## config.mk

```make
export PLATFORM = sky130hd
export DESIGN_NAME = sfdp_basic_param_rom
export DESIGN_NICKNAME = d
export VERILOG_FILES = /design/src/sfdp_table.sv /design/src/sfdp_basic_param_rom.sv
export SDC_FILE = /design/constraint.sdc
export NUM_CORES = 1
export LEC_CHECK = 0
export ABC_AREA = 1
export BUFFER_PORTS_ARGS = -buffer_cell sky130_fd_sc_hd__buf_2
export CAP_MARGIN = 20
export CORE_MARGIN = 5
export CORE_UTILIZATION = 59
export CTS_CLUSTER_DIAMETER = 150
export DETAILED_ROUTE_END_ITERATION = 7
export GPL_ROUTABILITY_DRIVEN = 0
export PLACE_DENSITY = 0.85
export SLEW_MARGIN = 20
export SYNTH_ARGS = -nofsm -noshare
export SYNTH_HDL_FRONTEND = slang
export SYNTH_SLANG_ARGS = --single-unit
```

## constraint.sdc

```tcl
create_clock -name clock -period 5.9 [get_ports clock]
set_clock_uncertainty 0.2 [all_clocks]
set_input_delay 0 -clock clock [delete_from_list [all_inputs] [get_ports clock]]
set_output_delay 0 -clock clock [all_outputs]
set_load 0.02 [all_outputs]
```

## src/sfdp_table.sv

```systemverilog
// Parameter table constants, carrier types and the byte lookup of the basic table
`timescale 1ns/1ns

package sfdp_pkg;

    ////////////////////////////////////////////////////////////////////////////
    // Table placement
    localparam logic [7:0] TABLE_BASE   = 8'h30;
    localparam int         TABLE_DWORDS = 9;
    localparam logic [7:0] TABLE_LAST   = TABLE_BASE + 8'(4 * TABLE_DWORDS - 1);
    localparam logic [7:0] FILL_BYTE    = 8'hFF;

    ////////////////////////////////////////////////////////////////////////////
    // Byte offsets
    localparam logic [7:0] OFS_CAPS      = 8'h30;
    localparam logic [7:0] OFS_ERASE_OPC = 8'h31;
    localparam logic [7:0] OFS_READ_CAPS = 8'h32;
    localparam logic [7:0] OFS_DENSITY   = 8'h34;
    localparam logic [7:0] OFS_Q144_WAIT = 8'h38;
    localparam logic [7:0] OFS_Q144_OPC  = 8'h39;
    localparam logic [7:0] OFS_Q114_WAIT = 8'h3A;
    localparam logic [7:0] OFS_Q114_OPC  = 8'h3B;
    localparam logic [7:0] OFS_D112_WAIT = 8'h3C;
    localparam logic [7:0] OFS_D112_OPC  = 8'h3D;
    localparam logic [7:0] OFS_D122_WAIT = 8'h3E;
    localparam logic [7:0] OFS_D122_OPC  = 8'h3F;
    localparam logic [7:0] OFS_WIDE_CAPS = 8'h40;
    localparam logic [7:0] OFS_D222_WAIT = 8'h46;
    localparam logic [7:0] OFS_D222_OPC  = 8'h47;
    localparam logic [7:0] OFS_Q444_WAIT = 8'h4A;
    localparam logic [7:0] OFS_Q444_OPC  = 8'h4B;
    localparam logic [7:0] OFS_SECTOR    = 8'h4C;

    ////////////////////////////////////////////////////////////////////////////
    // Field values of bytes 30H and 31H
    localparam logic [1:0] ERASE_SIZE_4K   = 2'b01;
    localparam logic       WRITE_GRAN_64   = 1'b1;
    localparam logic       STATUS_NONVOL   = 1'b0;
    localparam logic       WREN_SEL_50H    = 1'b0;
    localparam logic [2:0] UNUSED_ONES     = 3'b111;
    localparam logic [7:0] ERASE_4K_OPCODE = 8'h20;

    // Field values of byte 32H
    localparam logic       DUAL_OUT_SUP    = 1'b1;
    localparam logic [1:0] ADDR_3BYTE_ONLY = 2'b00;
    localparam logic       DTR_SUP         = 1'b0;
    localparam logic       DUAL_IO_SUP     = 1'b1;
    localparam logic       QUAD_IO_SUP     = 1'b0;
    localparam logic       QUAD_OUT_SUP    = 1'b0;
    localparam logic       UNUSED_ONE      = 1'b1;

    localparam logic [31:0] DENSITY_BITS   = 32'h003FFFFF;

    // Fast read wait-state and mode-bit fields
    localparam logic [4:0] WAIT_NONE       = 5'h00;
    localparam logic [2:0] MODE_NONE       = 3'h0;
    localparam logic [4:0] D112_WAIT       = 5'h08;
    localparam logic [2:0] D122_MODE       = 3'h4;
    localparam logic [7:0] D112_OPCODE     = 8'h3B;
    localparam logic [7:0] D122_OPCODE     = 8'hBB;
    localparam logic       D222_SUP        = 1'b0;
    localparam logic       Q444_SUP        = 1'b0;

    // Sector map, size code then erase opcode for four types
    localparam logic [63:0] SECTOR_MAP     = 64'h8A09_D810_520F_200C;

    ////////////////////////////////////////////////////////////////////////////
    // Carriers
    typedef struct packed {
        logic       start;
        logic       stop;
        logic       next;
        logic [7:0] addr;
    } read_req_t;

    typedef struct packed {
        logic        valid;
        logic        hit;
        logic [7:0]  data;
        logic [31:0] dword;
    } read_rsp_t;

    typedef enum logic [1:0] {
        ST_IDLE  = 2'b01,
        ST_BURST = 2'b10
    } read_state_t;

    ////////////////////////////////////////////////////////////////////////////
    // One byte of the basic table; outside the span reads fill
    function automatic logic [7:0] table_byte(input logic [7:0] addr);
        logic [7:0] rel;
        rel = addr - OFS_SECTOR;
        table_byte = FILL_BYTE;
        case (addr)
            OFS_CAPS:      table_byte = {UNUSED_ONES, WREN_SEL_50H, STATUS_NONVOL,
                                         WRITE_GRAN_64, ERASE_SIZE_4K};
            OFS_ERASE_OPC: table_byte = ERASE_4K_OPCODE;
            OFS_READ_CAPS: table_byte = {UNUSED_ONE, QUAD_OUT_SUP, QUAD_IO_SUP, DUAL_IO_SUP,
                                         DTR_SUP, ADDR_3BYTE_ONLY, DUAL_OUT_SUP};
            OFS_DENSITY,
            OFS_DENSITY + 8'h01,
            OFS_DENSITY + 8'h02,
            OFS_DENSITY + 8'h03: table_byte = DENSITY_BITS[8 * (addr[1:0]) +: 8];
            OFS_Q144_WAIT,
            OFS_Q114_WAIT,
            OFS_D222_WAIT,
            OFS_Q444_WAIT: table_byte = {MODE_NONE, WAIT_NONE};
            OFS_Q144_OPC,
            OFS_Q114_OPC,
            OFS_D222_OPC,
            OFS_Q444_OPC:  table_byte = FILL_BYTE;
            OFS_D112_WAIT: table_byte = {MODE_NONE, D112_WAIT};
            OFS_D112_OPC:  table_byte = D112_OPCODE;
            OFS_D122_WAIT: table_byte = {D122_MODE, WAIT_NONE};
            OFS_D122_OPC:  table_byte = D122_OPCODE;
            OFS_WIDE_CAPS: table_byte = {UNUSED_ONES, Q444_SUP, UNUSED_ONES, D222_SUP};
            default: begin
                if (addr >= OFS_SECTOR && addr <= TABLE_LAST) begin
                    table_byte = SECTOR_MAP[8 * rel[2:0] +: 8];
                end
            end
        endcase
    endfunction : table_byte

endpackage : sfdp_pkg

////////////////////////////////////////////////////////////////////////////////
// Combinational lookup of a byte and its aligned doubleword
module sfdp_byte_table (
    // Lookup address
    input  wire logic [7:0]  addr,
    // Lookup result
    output logic      [7:0]  data,
    output logic      [31:0] dword,
    output logic             hit
);

    always_comb begin
        data  = sfdp_pkg::table_byte(addr);
        hit   = (addr >= sfdp_pkg::TABLE_BASE) && (addr <= sfdp_pkg::TABLE_LAST);
        dword = '0;
        for (int lane = 0; lane < 4; lane++) begin
            dword[8 * lane +: 8] = sfdp_pkg::table_byte({addr[7:2], 2'(lane)});
        end
    end

endmodule : sfdp_byte_table

```

## src/sfdp_basic_param_rom.sv

```systemverilog
// Read sequencer for the basic discoverable-parameter table, 30H to 53H
`timescale 1ns/1ns

// Behaviour
// - Table starts at byte address 30H.
// - Nine doublewords, 30H-53H, all consistent content.
// - Byte 30H bits 1:0 read 01b.
// - Byte 30H bit 2 reads 1.
// - Byte 30H bits 3,4 read 0.
// - Byte 30H bits 7:5 one; byte E5H.
// - Address bytes field reads 00b, three-byte.
// - Byte 32H reads 91H, dual reads only.
// - Byte 38H 00H, byte 39H FFH.
// - Byte 3AH 00H for quad output.
// - Byte 3CH 08H, byte 3DH 3BH.
// - Byte 3EH 80H, byte 3FH BBH.
// - Byte 46H reads 00H.
module sfdp_basic_param_rom (
    // Clock and reset
    input  wire logic                 clock,
    input  wire logic                 sys_rst,
    // Read request from the command decoder
    input  wire sfdp_pkg::read_req_t  req,
    // Read answer
    output sfdp_pkg::read_rsp_t       rsp,
    output logic                      busy
);

    ////////////////////////////////////////////////////////////////////////////
    // Burst state
    sfdp_pkg::read_state_t state;
    sfdp_pkg::read_state_t next_state;
    logic [7:0]            pointer;
    logic [7:0]            next_pointer;
    sfdp_pkg::read_rsp_t   next_rsp;
    logic                  next_busy;

    logic [7:0]            look_addr;
    logic [7:0]            look_data;
    logic [31:0]           look_dword;
    logic                  look_hit;
    logic                  take;

    // A start and a read in one cycle read the new address at once
    assign look_addr = req.start ? req.addr : pointer;
    assign take      = req.next && (req.start || state == sfdp_pkg::ST_BURST);

    // Bytes 30H to 53H come from the table, the rest read fill
    sfdp_byte_table u_table (
        .addr  (look_addr),
        .data  (look_data),
        .dword (look_dword),
        .hit   (look_hit)
    );

    ////////////////////////////////////////////////////////////////////////////
    // Next values
    always_comb begin
        next_state   = state;
        next_pointer = pointer;
        next_rsp     = '0;
        case (state)
            sfdp_pkg::ST_IDLE: begin
                if (req.start && !req.stop) begin
                    next_state   = sfdp_pkg::ST_BURST;
                    next_pointer = req.addr;
                end
            end
            sfdp_pkg::ST_BURST: begin
                if (req.stop) begin
                    next_state = sfdp_pkg::ST_IDLE;
                end else if (req.start) begin
                    next_pointer = req.addr;
                end
            end
            default: begin
                next_state = sfdp_pkg::ST_IDLE;
            end
        endcase
        // Stop ends the burst; a read in the same cycle is still served
        if (take && next_state != sfdp_pkg::ST_IDLE) begin
            next_pointer = look_addr + 8'h01;
        end
        if (take) begin
            next_rsp.valid = 1'b1;
            next_rsp.hit   = look_hit;
            next_rsp.data  = look_data;
            next_rsp.dword = look_dword;
        end
        next_busy = (next_state == sfdp_pkg::ST_BURST);
    end

    ////////////////////////////////////////////////////////////////////////////
    // Registers
    always_ff @(posedge clock) begin
        if (sys_rst) begin
            state   <= sfdp_pkg::ST_IDLE;
            pointer <= '0;
            rsp     <= '0;
            busy    <= 1'b0;
        end else begin
            state   <= next_state;
            pointer <= next_pointer;
            rsp     <= next_rsp;
            busy    <= next_busy;
        end
    end

endmodule : sfdp_basic_param_rom

```

### Yosys cells after proc, flatten, opt, wreduce, memory -nomap -nowiden

Index checks and enable logic that the tools add are counted.

| word-level totals | value |
|---|---|
| flip-flop bits (word level) | 53 |
| input bits | 13 |
| output and inout bits | 43 |
| logic and storage cells | 102 |

| operators by class | value |
|---|---|
| add/subtract/negate cells | 6 |
| magnitude comparators | 11 |
| eq/ne operators | 33 |
| shift-type cells | 6 |
| multiplexer cells | 19 |
| bitwise gates (word level) | 1 |
| reduce and logical (&&, ||, !) cells | 19 |

Operators with widths:

| kind | count |
|---|---|
| variable part select 64 x 7 -> 8 bit, first input constant | 5 |
| == test 8 x 6 -> 1 bit, second input constant | 15 |
| one-hot mux 8 bit (11 select lines) | 1 |
| 2-to-1 mux 8 bit | 9 |
| one-hot mux 8 bit (3 select lines) | 2 |
| 2-to-1 mux 42 bit | 1 |
| == test 8 x 7 -> 1 bit, second input constant | 5 |
| >= comparator 8 x 7 -> 1 bit, second input constant | 5 |
| <= comparator 8 x 7 -> 1 bit, second input constant | 5 |
| one-hot mux 8 bit (5 select lines) | 1 |
| one-hot mux 8 bit (4 select lines) | 1 |
| variable part select 32 x 6 -> 8 bit, first input constant | 1 |
| == test 6 x 4 -> 1 bit, second input constant | 4 |
| == test 6 x 5 -> 1 bit, second input constant | 3 |
| one-hot mux 8 bit (2 select lines) | 1 |
| subtractor 3 bit, second input constant | 5 |
| OR reduction 4 bit | 3 |
| logical AND 1 bit | 9 |
| adder 8 x 1 -> 8 bit, second input constant | 1 |
| >= comparator 8 x 6 -> 1 bit, second input constant | 1 |
| == test 2 bit, second input constant | 2 |
| 2-to-1 mux 2 bit | 2 |
| one-hot mux 2 bit (2 select lines) | 1 |
| OR reduction 2 bit | 2 |
| 10 further kinds | 10 |

### Depth between registers and ports, before layout

Gate-level depths: netlist (run 1).

| depth | value |
|---|---|
| depth in word-level cells | 8 |
| mapped depth | 15 |
| depth with buffers taken out | 14 |

### Modules after synthesis

Synthesis (run 1) repeated with hierarchy kept, for this count alone.

| unflattened totals | value |
|---|---|
| cells, all modules | 468 |
| area, all modules | 3,138.0 sq um |

Modules (own cells, without submodules):

| module | times used | cells each | area each (sq um) | seq. area each (sq um) |
|---|---|---|---|---|
| sfdp_basic_param_rom | 1 | 299 | 2,257.2 | 1,061.0 |
| sfdp_byte_table | 1 | 169 | 880.8 | 0.0 |

### Worst setup path after synthesis (run 1)

No wires, ideal clock.

| timing | value |
|---|---|
| path type | flip-flop to flip-flop |
| start | register pointer[0] |
| end | register rsp[35] (netlist name) |
| library setup time | 0.117 ns |
| data arrival time | 1.836 ns |
| required time | 5.583 ns |
| setup slack | 3.747 ns |
| stages on the path, launching flop included | 12 |
| buffers on the path | 0 |
| period minus slack after synthesis | 2.153 ns |
| path through | dfxtp_1 -> o21ai_1 -> inv_1 -> ha_1 -> nor2_1 -> inv_1 -> nand3_1 -> nand2_2 -> nor2_2 -> nand3_1 -> nor2_1 -> nor2_1 |

| on the way | value |
|---|---|
| word-level cells in the longest chain between the ends | 5 |
| elaborated cells on any way between the ends | 32 |
| those cells by class | 1 x add/sub; 2 x order compare; 20 x eq/ne; 2 x shift; 3 x mux; 4 x reduce/logical |

RTL lines:

| item | RTL line | source |
|---|---|---|
| from (decl) | sfdp_basic_param_rom.sv:33 | `logic [7:0] pointer;` |
| from (signal assigned) | sfdp_basic_param_rom.sv:103 | `pointer <= next_pointer;` |
| 2-to-1 mux 8 bit * | -- |  |
| subtractor 3 bit, or another cell as far along | sfdp_table.sv:92 | `rel = addr - OFS_SECTOR;` |
| variable part select 64 x 7 -> 8 bit / logical AND 1 bit (equally long branches) | sfdp_table.sv:119, sfdp_table.sv:118 |  |
| 2-to-1 mux 8 bit | sfdp_table.sv:118 | `if (addr >= OFS_SECTOR && addr <= TABLE_LAST) begin` |
| one-hot mux 8 bit (11 select lines) * | sfdp_table.sv:94 | `case (addr)` |
| to (signal assigned) | sfdp_basic_param_rom.sv:104 | `rsp <= next_rsp;` |
| to (decl) | sfdp_basic_param_rom.sv:25 | `output sfdp_pkg::read_rsp_t rsp,` |

Mark *: on every way between the ends. The rest lies on a longest branch, timed or not.
A chain may end at the register's enable or synchronous reset.

### Final worst setup path (run 1)

| timing | value |
|---|---|
| start | register state[0] |
| end | register rsp[23] (netlist name) |

| on the way | value |
|---|---|
| word-level cells in the longest chain between the ends | 5 |

RTL lines:

| item | RTL line | source |
|---|---|---|
| from (decl) | sfdp_basic_param_rom.sv:31 | `sfdp_pkg::read_state_t state;` |
| from (signal assigned) | sfdp_basic_param_rom.sv:97 | `state <= sfdp_pkg::ST_IDLE;` |
| from (signal assigned) | sfdp_basic_param_rom.sv:102 | `state <= next_state;` |
| == test 2 bit | sfdp_basic_param_rom.sv:46 | `assign take = req.next && (req.start \|\| state == sfdp_pkg::ST_BURST);` |
| logical OR 1 bit | sfdp_basic_param_rom.sv:46 |  |
| logical AND 1 bit | sfdp_basic_param_rom.sv:46 |  |
| inverter 1 bit (no source line) | -- |  |
| OR reduction 2 bit (no source line) | -- |  |

Every way passes these cells.

==> flow_metrics.py, run 1 <==
metrics = {
    "status": {
        "run_status": "finished clean",
    },
    "placed_design": {
        "dp_worst_setup_slack_ns": 3.27,
        "place_hpwl_mm": 5.02,
        "portBuffers": 55,
    },
    "clock_network": {
        "post_cts_buffers": 0,
        "cts.repair.resized": 0,
        "maximum_buffer_depth_of_the_clock_tree": 2,
        "cts-buffers-inserted": 5,
        "tritoncts_clock_tree": "yes",
        "clock_sinks": 45,
        "clock_insertion_delay_worst_skew_ns": 0.30,
        "clock_tree.htree_level_count": 2,
        "clk_pin_slew_worst_paths_ns": 0.09,
        "hold_buffer_count_at_cts": 6,
        "root_cell_of_the_clock_tree": "sky130_fd_sc_hd__clkbuf_8",
    },
    "die": {
        "coreArea_um2": 4410,
        "dieHeight_um": 77.8,
        "start_util": 0.614,
        "die_w_um": 77.8,
        "num_rows": 24,
        "die_area_um2": 6050,
        "num_io_pins": 56,
    },
    "job": {
        "max_cap_viol_count": 0,
    },
    "logic_synthesis": {
        "avgSynthCellArea_um2": 6.89,
        "share_of_synthesized_area_spent_on_multiplexers": 0,
        "synth-xor-area-share": 0.00647,
        "synth_top_family_by_area": "simple AND/OR/NAND/NOR gates",
        "netlist.area_leader.share": 0.333,
        "synth.yosys.warnings": 0,
        "fraction_of_the_mapped_netlist_area_in_simple_logic_gates": 0.383,
        "synth-adder-area-share": 0.0323,
        "yosys_register_bits": 45,
        "yosysSeqAreaShare": 0.333,
        "netlist_area_um2": 2710,
        "synth_compound_area_frac": 0.135,
        "syn_inst": 393,
        "synth_top_cells_by_area": "sky130_fd_sc_hd__dfxtp_1 33%, sky130_fd_sc_hd__nand2_1 12%, sky130_fd_sc_hd__nor2_1 7.9%",
        "post_synth_num_cell_types": 32,
        "mappedNetlistNets": 413,
        "synth.largest_area_cell": "sky130_fd_sc_hd__dfxtp_1",
    },
    "drt": {
        "route.final.wire_length_mm": 6.48,
        "postRouteAntennaNets": 0,
        "route.vias.total": 2659,
        "initialDrtViolationCount": 252,
        "detail_route.vias_per_cell": 5.35,
        "route.detailed.drc": 0,
        "dr.pass1.iters": 5,
        "avgRoutedWirePerCell_um": 13.0,
    },
    "global_routing": {
        "grt.overflow.total": 0,
        "grt_start_max_net_pins": 21,
        "grt_antenna_before_repair": 0,
        "global_route_wire_length_before_repair_mm": 11.2,
        "first_global_vias": 2519,
        "grt_util_all_layers": 0.221,
    },
    "final_layout": {
        "post_route_cells_drive_above_1_share": 0.279,
        "count_of_antenna_diodes_in_the_layout": 0,
        "final.fill_count": 376,
        "syn2layout_area_growth_pct": 13.9,
        "design.final.nets": 464,
    },
    "power_and_ir_drop": {
        "static-leakage-power_nw": 1.71,
        "power.ir.vdd_worst_mv": 0.174,
        "power_density_normalized_to_cell_area_nw_per_um2": 342,
    },
    "timing": {
        "layout_setup_ws_ns": 3.27,
        "max-slew-margin-rel": 0.588,
        "rsz0062_at_grt": "no",
        "finalHoldViolCount": 0,
        "top_achievable_clock_speed_mhz": 380,
        "final_period_minus_worst_setup_slack_ns": 2.63,
        "period_share": 0.446,
        "timing_worst_slew_pin_value_ns": 0.615,
        "maxSlewViolCount": 0,
        "timing.setup.tns_ns": 0,
        "number_of_failing_setup_endpoints_in_the_final_timing_report": 0,
    },
    "critical_path": {
        "rr_worst_depth": 6,
        "kind_of_launch_point_of_the_worst_setup_path": "flip-flop",
        "cp_max_fanout": 20,
        "worst-endpoint-arrival_ns": 2.63,
        "setup.worst_path.class": "flip-flop to flip-flop",
        "worst_setup_path_end_kind": "flip-flop",
        "worst_path_required_time_ns": 5.90,
    },
    "min_path": {
        "hold_path_class": "input port to flip-flop",
        "whs_path_depth": 7,
    },
}
path summary, 6_finish.rpt:
path,from,endpoint,slack [ns]
worst min register to register,pointer[0]$_SDFFE_PP0P_,pointer[0]$_SDFFE_PP0P_,0.27
worst min-delay path,req[0],pointer[0]$_SDFFE_PP0P_,0.01
worst max register to register,state[0]$_SDFF_PP1_,rsp[23]$_SDFF_PP0_,3.27
worst max-delay path,state[0]$_SDFF_PP1_,rsp[23]$_SDFF_PP0_,3.27
cells in the mapped netlist:
| master | n |
|---|---|
| sky130_fd_sc_hd__nand2_1 | 83 |
| sky130_fd_sc_hd__nor2_1 | 57 |
| sky130_fd_sc_hd__dfxtp_1 | 45 |
| sky130_fd_sc_hd__inv_1 | 34 |
| sky130_fd_sc_hd__a21oi_1 | 30 |
| sky130_fd_sc_hd__nand2_2 | 27 |
| sky130_fd_sc_hd__o21ai_0 | 25 |
| sky130_fd_sc_hd__nand3_1 | 15 |
| sky130_fd_sc_hd__nand2_4 | 9 |
| sky130_fd_sc_hd__buf_4 | 8 |
| sky130_fd_sc_hd__inv_2 | 8 |
| sky130_fd_sc_hd__ha_1 | 7 |
| sky130_fd_sc_hd__nor2_2 | 5 |
| sky130_fd_sc_hd__buf_6 | 4 |
| sky130_fd_sc_hd__clkbuf_1 | 4 |
| sky130_fd_sc_hd__nand3_2 | 4 |
| sky130_fd_sc_hd__nor3_1 | 4 |
| sky130_fd_sc_hd__o21ai_1 | 4 |
| sky130_fd_sc_hd__nor2_4 | 3 |
| sky130_fd_sc_hd__o21ai_2 | 3 |
| sky130_fd_sc_hd__o211ai_1 | 2 |
| sky130_fd_sc_hd__xor2_1 | 2 |
| sky130_fd_sc_hd__a21boi_1 | 1 |
| sky130_fd_sc_hd__a31oi_1 | 1 |
| sky130_fd_sc_hd__buf_8 | 1 |
| sky130_fd_sc_hd__inv_4 | 1 |
| sky130_fd_sc_hd__nand4_1 | 1 |
| sky130_fd_sc_hd__nor2_8 | 1 |
| sky130_fd_sc_hd__nor3_2 | 1 |
| sky130_fd_sc_hd__nor4_1 | 1 |
| sky130_fd_sc_hd__o21bai_1 | 1 |
| sky130_fd_sc_hd__o31ai_1 | 1 |
metrics by stage:
step / hold slack [ns] / utilization / total power, mW / std cells / instance area (µm²)
final: 0.0142 / 0.699 / 1.06 / 497 / 3090
after CTS: 0.00419 / 0.699 / 1.06 / 497 / 3090
after detailed placement: 0.0799 / 0.660 / 0.820 / 483 / 2910
after floorplan: -0.131 / - / 0.734 / 393 / 2710
after global routing: 0.0546 / 0.699 / 1.14 / 497 / 3090
after global placement: 0.0728 / 0.660 / 0.811 / 483 / 2910
flip-flops by register name, summed over array words and instances (netlist names):
signal   cells
rsp         34
pointer      8
state        2
busy         1
routing by layer:
metal	global-route usage	up-vias	part of all wire
met5	0	-	0
met4	0.0825	0	0.028
met3	0.0509	22	0.094
met2	0.356	135	0.46
met1	0.287	1168	0.41
li1	-	1334	-
critical path, cell delays in order (launching register included):
cell	delay (ns)
sky130_fd_sc_hd__dfxtp_1	0.34
sky130_fd_sc_hd__inv_1	0.06
sky130_fd_sc_hd__ha_1	0.43
sky130_fd_sc_hd__o21ai_0	0.21
sky130_fd_sc_hd__nor2_1	0.51
sky130_fd_sc_hd__inv_1	0.45
sky130_fd_sc_hd__o31ai_1	0.33
logic make-up after synthesis:
logic type,Yosys count
flops,45
compound gates,68
fa+ha+maj,7
xor+xnor,2
buf+inv,60
simple gates,211
final cells by class:
| type | instances | area [µm²] | share of cell area |
|---|---|---|---|
| inverters | 43 | 164 | 0.0531 |
| well taps | 52 | 65.1 | 0.0211 |
| repair buffers | 61 | 335 | 0.109 |
| clock inverters | 2 | 38.8 | 0.0126 |
| multi-input cells | 288 | 1510 | 0.489 |
| clock buffers | 6 | 72.6 | 0.0235 |
| flip-flops and latches | 45 | 901 | 0.292 |
power breakdown:
| part | switching (mW) | leakage (nW) | internal [mW] | total, mW |
|---|---|---|---|---|
| clock | 0.104 | 0.0554 | 0.127 | 0.231 |
| combinational | 0.317 | 1.29 | 0.137 | 0.455 |
| sequential | 0.0210 | 0.369 | 0.350 | 0.371 |
layout by cell type, fill, tap and decap left out:
cell type,count
sky130_fd_sc_hd__inv_4,1
sky130_fd_sc_hd__dlygate4sd3_1,6
sky130_fd_sc_hd__nor2_4,3
sky130_fd_sc_hd__clkbuf_1,1
sky130_fd_sc_hd__nor2_8,1
sky130_fd_sc_hd__buf_2,55
sky130_fd_sc_hd__o21ai_1,4
sky130_fd_sc_hd__nand2_4,9
sky130_fd_sc_hd__clkbuf_8,5
sky130_fd_sc_hd__inv_2,8
sky130_fd_sc_hd__a21oi_1,30
sky130_fd_sc_hd__o31ai_1,1
sky130_fd_sc_hd__dfxtp_1,45
sky130_fd_sc_hd__nor3_2,1
sky130_fd_sc_hd__inv_1,34
sky130_fd_sc_hd__o21ai_2,3
sky130_fd_sc_hd__nand2_1,83
sky130_fd_sc_hd__nand3_2,4
sky130_fd_sc_hd__o21bai_1,1
sky130_fd_sc_hd__nor3_1,4
sky130_fd_sc_hd__nand3_1,15
sky130_fd_sc_hd__nor4_1,1
sky130_fd_sc_hd__nor2_1,57
sky130_fd_sc_hd__nor2_2,5
sky130_fd_sc_hd__a31oi_1,1
sky130_fd_sc_hd__nand2_2,27
sky130_fd_sc_hd__xor2_1,2
sky130_fd_sc_hd__o21ai_0,25
sky130_fd_sc_hd__clkinv_4,1
sky130_fd_sc_hd__ha_1,7
sky130_fd_sc_hd__nand4_1,1
sky130_fd_sc_hd__bufinv_16,1
sky130_fd_sc_hd__a21boi_1,1
sky130_fd_sc_hd__o211ai_1,2
Power figures use the tool's default switching activity.
==> run 2, diff against run 1 <==
CORE_UTILIZATION = 55   (was 59)
PLACE_DENSITY = 0.8   (was 0.85)
clock period = 2.6 ns   (was 5.9 ns; I/O delays follow)
==> run 2 against run 1 <==
Compared with the run above: final cell count up 3.2%; combinational power is 130% higher; first-iteration DRC count shrank 15%; die area grew 6.3%; global-route usage fell by 1.4 points; non-clock buffer count up 1; clock power rose by 140%; count of clock-buffer cells in the layout is the same; hold slack better by 0.0083 ns; fmax increased by 13%; critical path depth increased by 6; critical endpoint is now rsp[35]$_SDFF_PP0_.
==> flow_metrics.py, run 2 (synthesized netlist as in run 1, its figures left out) <==
metrics = {
    "critical_path": {
        "worst_setup_path_end_kind": "flip-flop",
        "crit_path_frequent_cell": "sky130_fd_sc_hd__nor2_1",
        "cpMaxStageDelayCell": "sky130_fd_sc_hd__dfxtp_1",
        "r2r-start": "pointer[1]$_SDFFE_PP0P_",
        "slowest_delay_ns": 0.34,
        "worst-endpoint-arrival_ns": 2.32,
        "kind_of_launch_point_of_the_worst_setup_path": "flip-flop",
        "cp_max_fanout": 6,
        "timing.reg2reg.setup_slack_ns": 0.28,
        "worst_path_required_time_ns": 2.60,
        "crit_path_cell_trace": "inv_1 > o21ai_2 > inv_1 > ha_1 > nor2_1 > nand2_1 > nand3_1 > nor2_1 > nor2_2 > nand3_1 > nor2_1 > nor2_1",
        "rr_worst_depth": 12,
        "setup.worst_path.class": "flip-flop to flip-flop",
        "crit-reg2reg-capture": "rsp[35]$_SDFF_PP0_",
    },
    "die": {
        "dieHeight_um": 80.2,
        "die_area_um2": 6430,
        "start_util": 0.570,
        "num_io_pins": 56,
        "coreArea_um2": 4750,
        "num_rows": 25,
        "die_w_um": 80.2,
    },
    "power_and_ir_drop": {
        "power.ir.vdd_worst_mv": 0.457,
        "static-leakage-power_nw": 1.72,
        "combinationalPowerShare": 0.425,
        "p_sw_frac": 0.414,
        "p_seq_frac": 0.347,
        "power_density_normalized_to_cell_area_nw_per_um2": 779,
        "p_switching_mw": 1.01,
        "internal_portion_of_total_power_mw": 1.42,
        "pwr-share-clk": 0.228,
    },
    "clock_network": {
        "maximum_buffer_depth_of_the_clock_tree": 2,
        "clock_tree.htree_level_count": 2,
        "clock_insertion_delay_worst_skew_ns": 0.30,
        "clock_sinks": 45,
        "post_cts_buffers": 0,
        "tritoncts_clock_tree": "yes",
        "cts-buffers-inserted": 5,
        "root_cell_of_the_clock_tree": "sky130_fd_sc_hd__clkbuf_8",
        "clk_pin_slew_worst_paths_ns": 0.09,
    },
    "final_layout": {
        "register_with_the_most_flip_flops": "rsp",
        "largest_registers": "rsp: 34 flops, pointer: 8 flops, state: 2 flops",
        "postLayoutCoreUtil": 0.656,
        "count_of_antenna_diodes_in_the_layout": 0,
        "post_route_cells_drive_above_1_share": 0.289,
        "largest_register_ff_count": 34,
        "layout_commonest_cell": "sky130_fd_sc_hd__nand2_1",
        "design.final.nets": 465,
        "final_cell_mix": "83 x sky130_fd_sc_hd__nand2_1, 57 x sky130_fd_sc_hd__nor2_1, 55 x sky130_fd_sc_hd__buf_2",
        "syn2layout_area_growth_pct": 15.1,
        "final_area_um2": 3120,
    },
    "drt": {
        "route.detailed.drc": 0,
        "initialDrtViolationCount": 213,
        "postRouteAntennaNets": 0,
        "route.vias.total": 2585,
        "detail_route.vias_per_cell": 5.04,
        "route.final.wire_length_mm": 6.34,
        "avgRoutedWirePerCell_um": 12.4,
        "dr.pass1.iters": 5,
    },
    "global_routing": {
        "grt.overflow.total": 0,
        "grt_util_all_layers": 0.207,
        "grt_antenna_before_repair": 0,
        "first_global_vias": 2336,
        "global_route_wire_length_before_repair_mm": 10.7,
        "grt_start_max_net_pins": 21,
    },
    "placed_design": {
        "placement.cell_area_um2": 2960,
        "dp_worst_setup_slack_ns": 0.236,
        "place_hpwl_mm": 4.93,
        "portBuffers": 55,
    },
    "timing": {
        "finalHoldViolCount": 0,
        "rsz0062_at_grt": "no",
        "timing_worst_slew_pin_value_ns": 0.400,
        "period_share": 0.894,
        "max-slew-margin-rel": 0.733,
        "final_period_minus_worst_setup_slack_ns": 2.32,
        "layout_setup_ws_ns": 0.276,
        "timing.setup.tns_ns": 0,
        "number_of_failing_setup_endpoints_in_the_final_timing_report": 0,
        "maxSlewViolCount": 0,
        "hold_ws_ns": 0.0224,
        "top_achievable_clock_speed_mhz": 430,
    },
    "min_path": {
        "timing.hold.worst.start": "req[3]",
        "hold_path_class": "input port to flip-flop",
        "worstHoldEndpoint": "rsp[20]$_SDFF_PP0_",
        "whs_path_depth": 6,
    },
    "status": {
        "run_status": "finished clean",
    },
    "job": {
        "max_cap_viol_count": 0,
    },
}
-- run 2: changes by cell type in the layout (fill, tap and decap cells not counted) --
cell	previous run	this run
sky130_fd_sc_hd__buf_4	0	3
sky130_fd_sc_hd__clkbuf_1	1	0
sky130_fd_sc_hd__clkbuf_8	5	6
sky130_fd_sc_hd__clkinv_4	1	0
sky130_fd_sc_hd__clkinvlp_4	0	1
sky130_fd_sc_hd__dlygate4sd3_1	6	4
sky130_fd_sc_hd__ha_1	7	6
sky130_fd_sc_hd__ha_2	0	1
-- run 2: final cells by class --
| type | count | area [µm²] |
|---|---|---|
| Clock buffer | 6 | 82.6 |
| Multi-Input combinational cell | 288 | 1510 |
| Sequential cell | 45 | 901 |
| Timing Repair Buffer | 62 | 338 |
| Inverter | 43 | 164 |
| Fill cell | 448 | 1640 |
| Tap cell | 67 | 83.8 |
| Clock inverter | 2 | 37.5 |
-- run 2: per-layer routing --
layer,global-route usage,vias up,routed length (µm)
li1,-,1341,-
met1,0.264,1134,2790
met2,0.347,92,3020
met3,0.0392,18,361
met4,0.0726,0,162
met5,0,-,0
-- run 2: per-stage QoR --
step	cells	total power [mW]
detailed placement	501	1.87
floorplan	393	1.66
global placement	501	1.85
CTS	513	2.42
global route	513	2.60
finish	513	2.43
-- run 2: worst max-delay path, delay by kind of cell (launching register included) --
kind | cells | cell delay, ns
compound gates | 1 | 0.26
fa+ha+maj | 1 | 0.28
buf+inv | 2 | 0.20
flops | 1 | 0.34
simple gates | 8 | 0.93
-- run 2: worst max path at each step --
stage               slack [ns]               startpoint                       to  depth (start not counted)
floorplan                 0.45  pointer[0]$_SDFFE_PP0P_       rsp[37]$_SDFF_PP0_                         11
global placement          0.36      state[0]$_SDFF_PP1_  pointer[1]$_SDFFE_PP0P_                         11
detailed placement        0.24      state[0]$_SDFF_PP1_  pointer[1]$_SDFFE_PP0P_                         11
CTS                       0.22      state[0]$_SDFF_PP1_  pointer[1]$_SDFFE_PP0P_                         11
global route             0.006  pointer[1]$_SDFFE_PP0P_       rsp[33]$_SDFF_PP0_                         12
finish                    0.28  pointer[1]$_SDFFE_PP0P_       rsp[35]$_SDFF_PP0_                         12
-- run 2: power groups by stage --
stage | Sequential, mW | Combinational, mW | Clock [mW]
2_1_floorplan | 0.903 | 0.761 | 0
6_report | 0.844 | 1.03 | 0.553
5_1_grt | 0.856 | 1.15 | 0.589
4_1_cts | 0.844 | 1.02 | 0.557
3_5_place_dp | 0.861 | 1.01 | 0
3_3_place_gp | 0.857 | 0.993 | 0
-- run 2: timing repair --
action	4_1_cts	5_1_grt
hold buffers	4	0
hold endpoints to repair	12	0
setup endpoints to repair	0	2
gates resized for setup	0	1
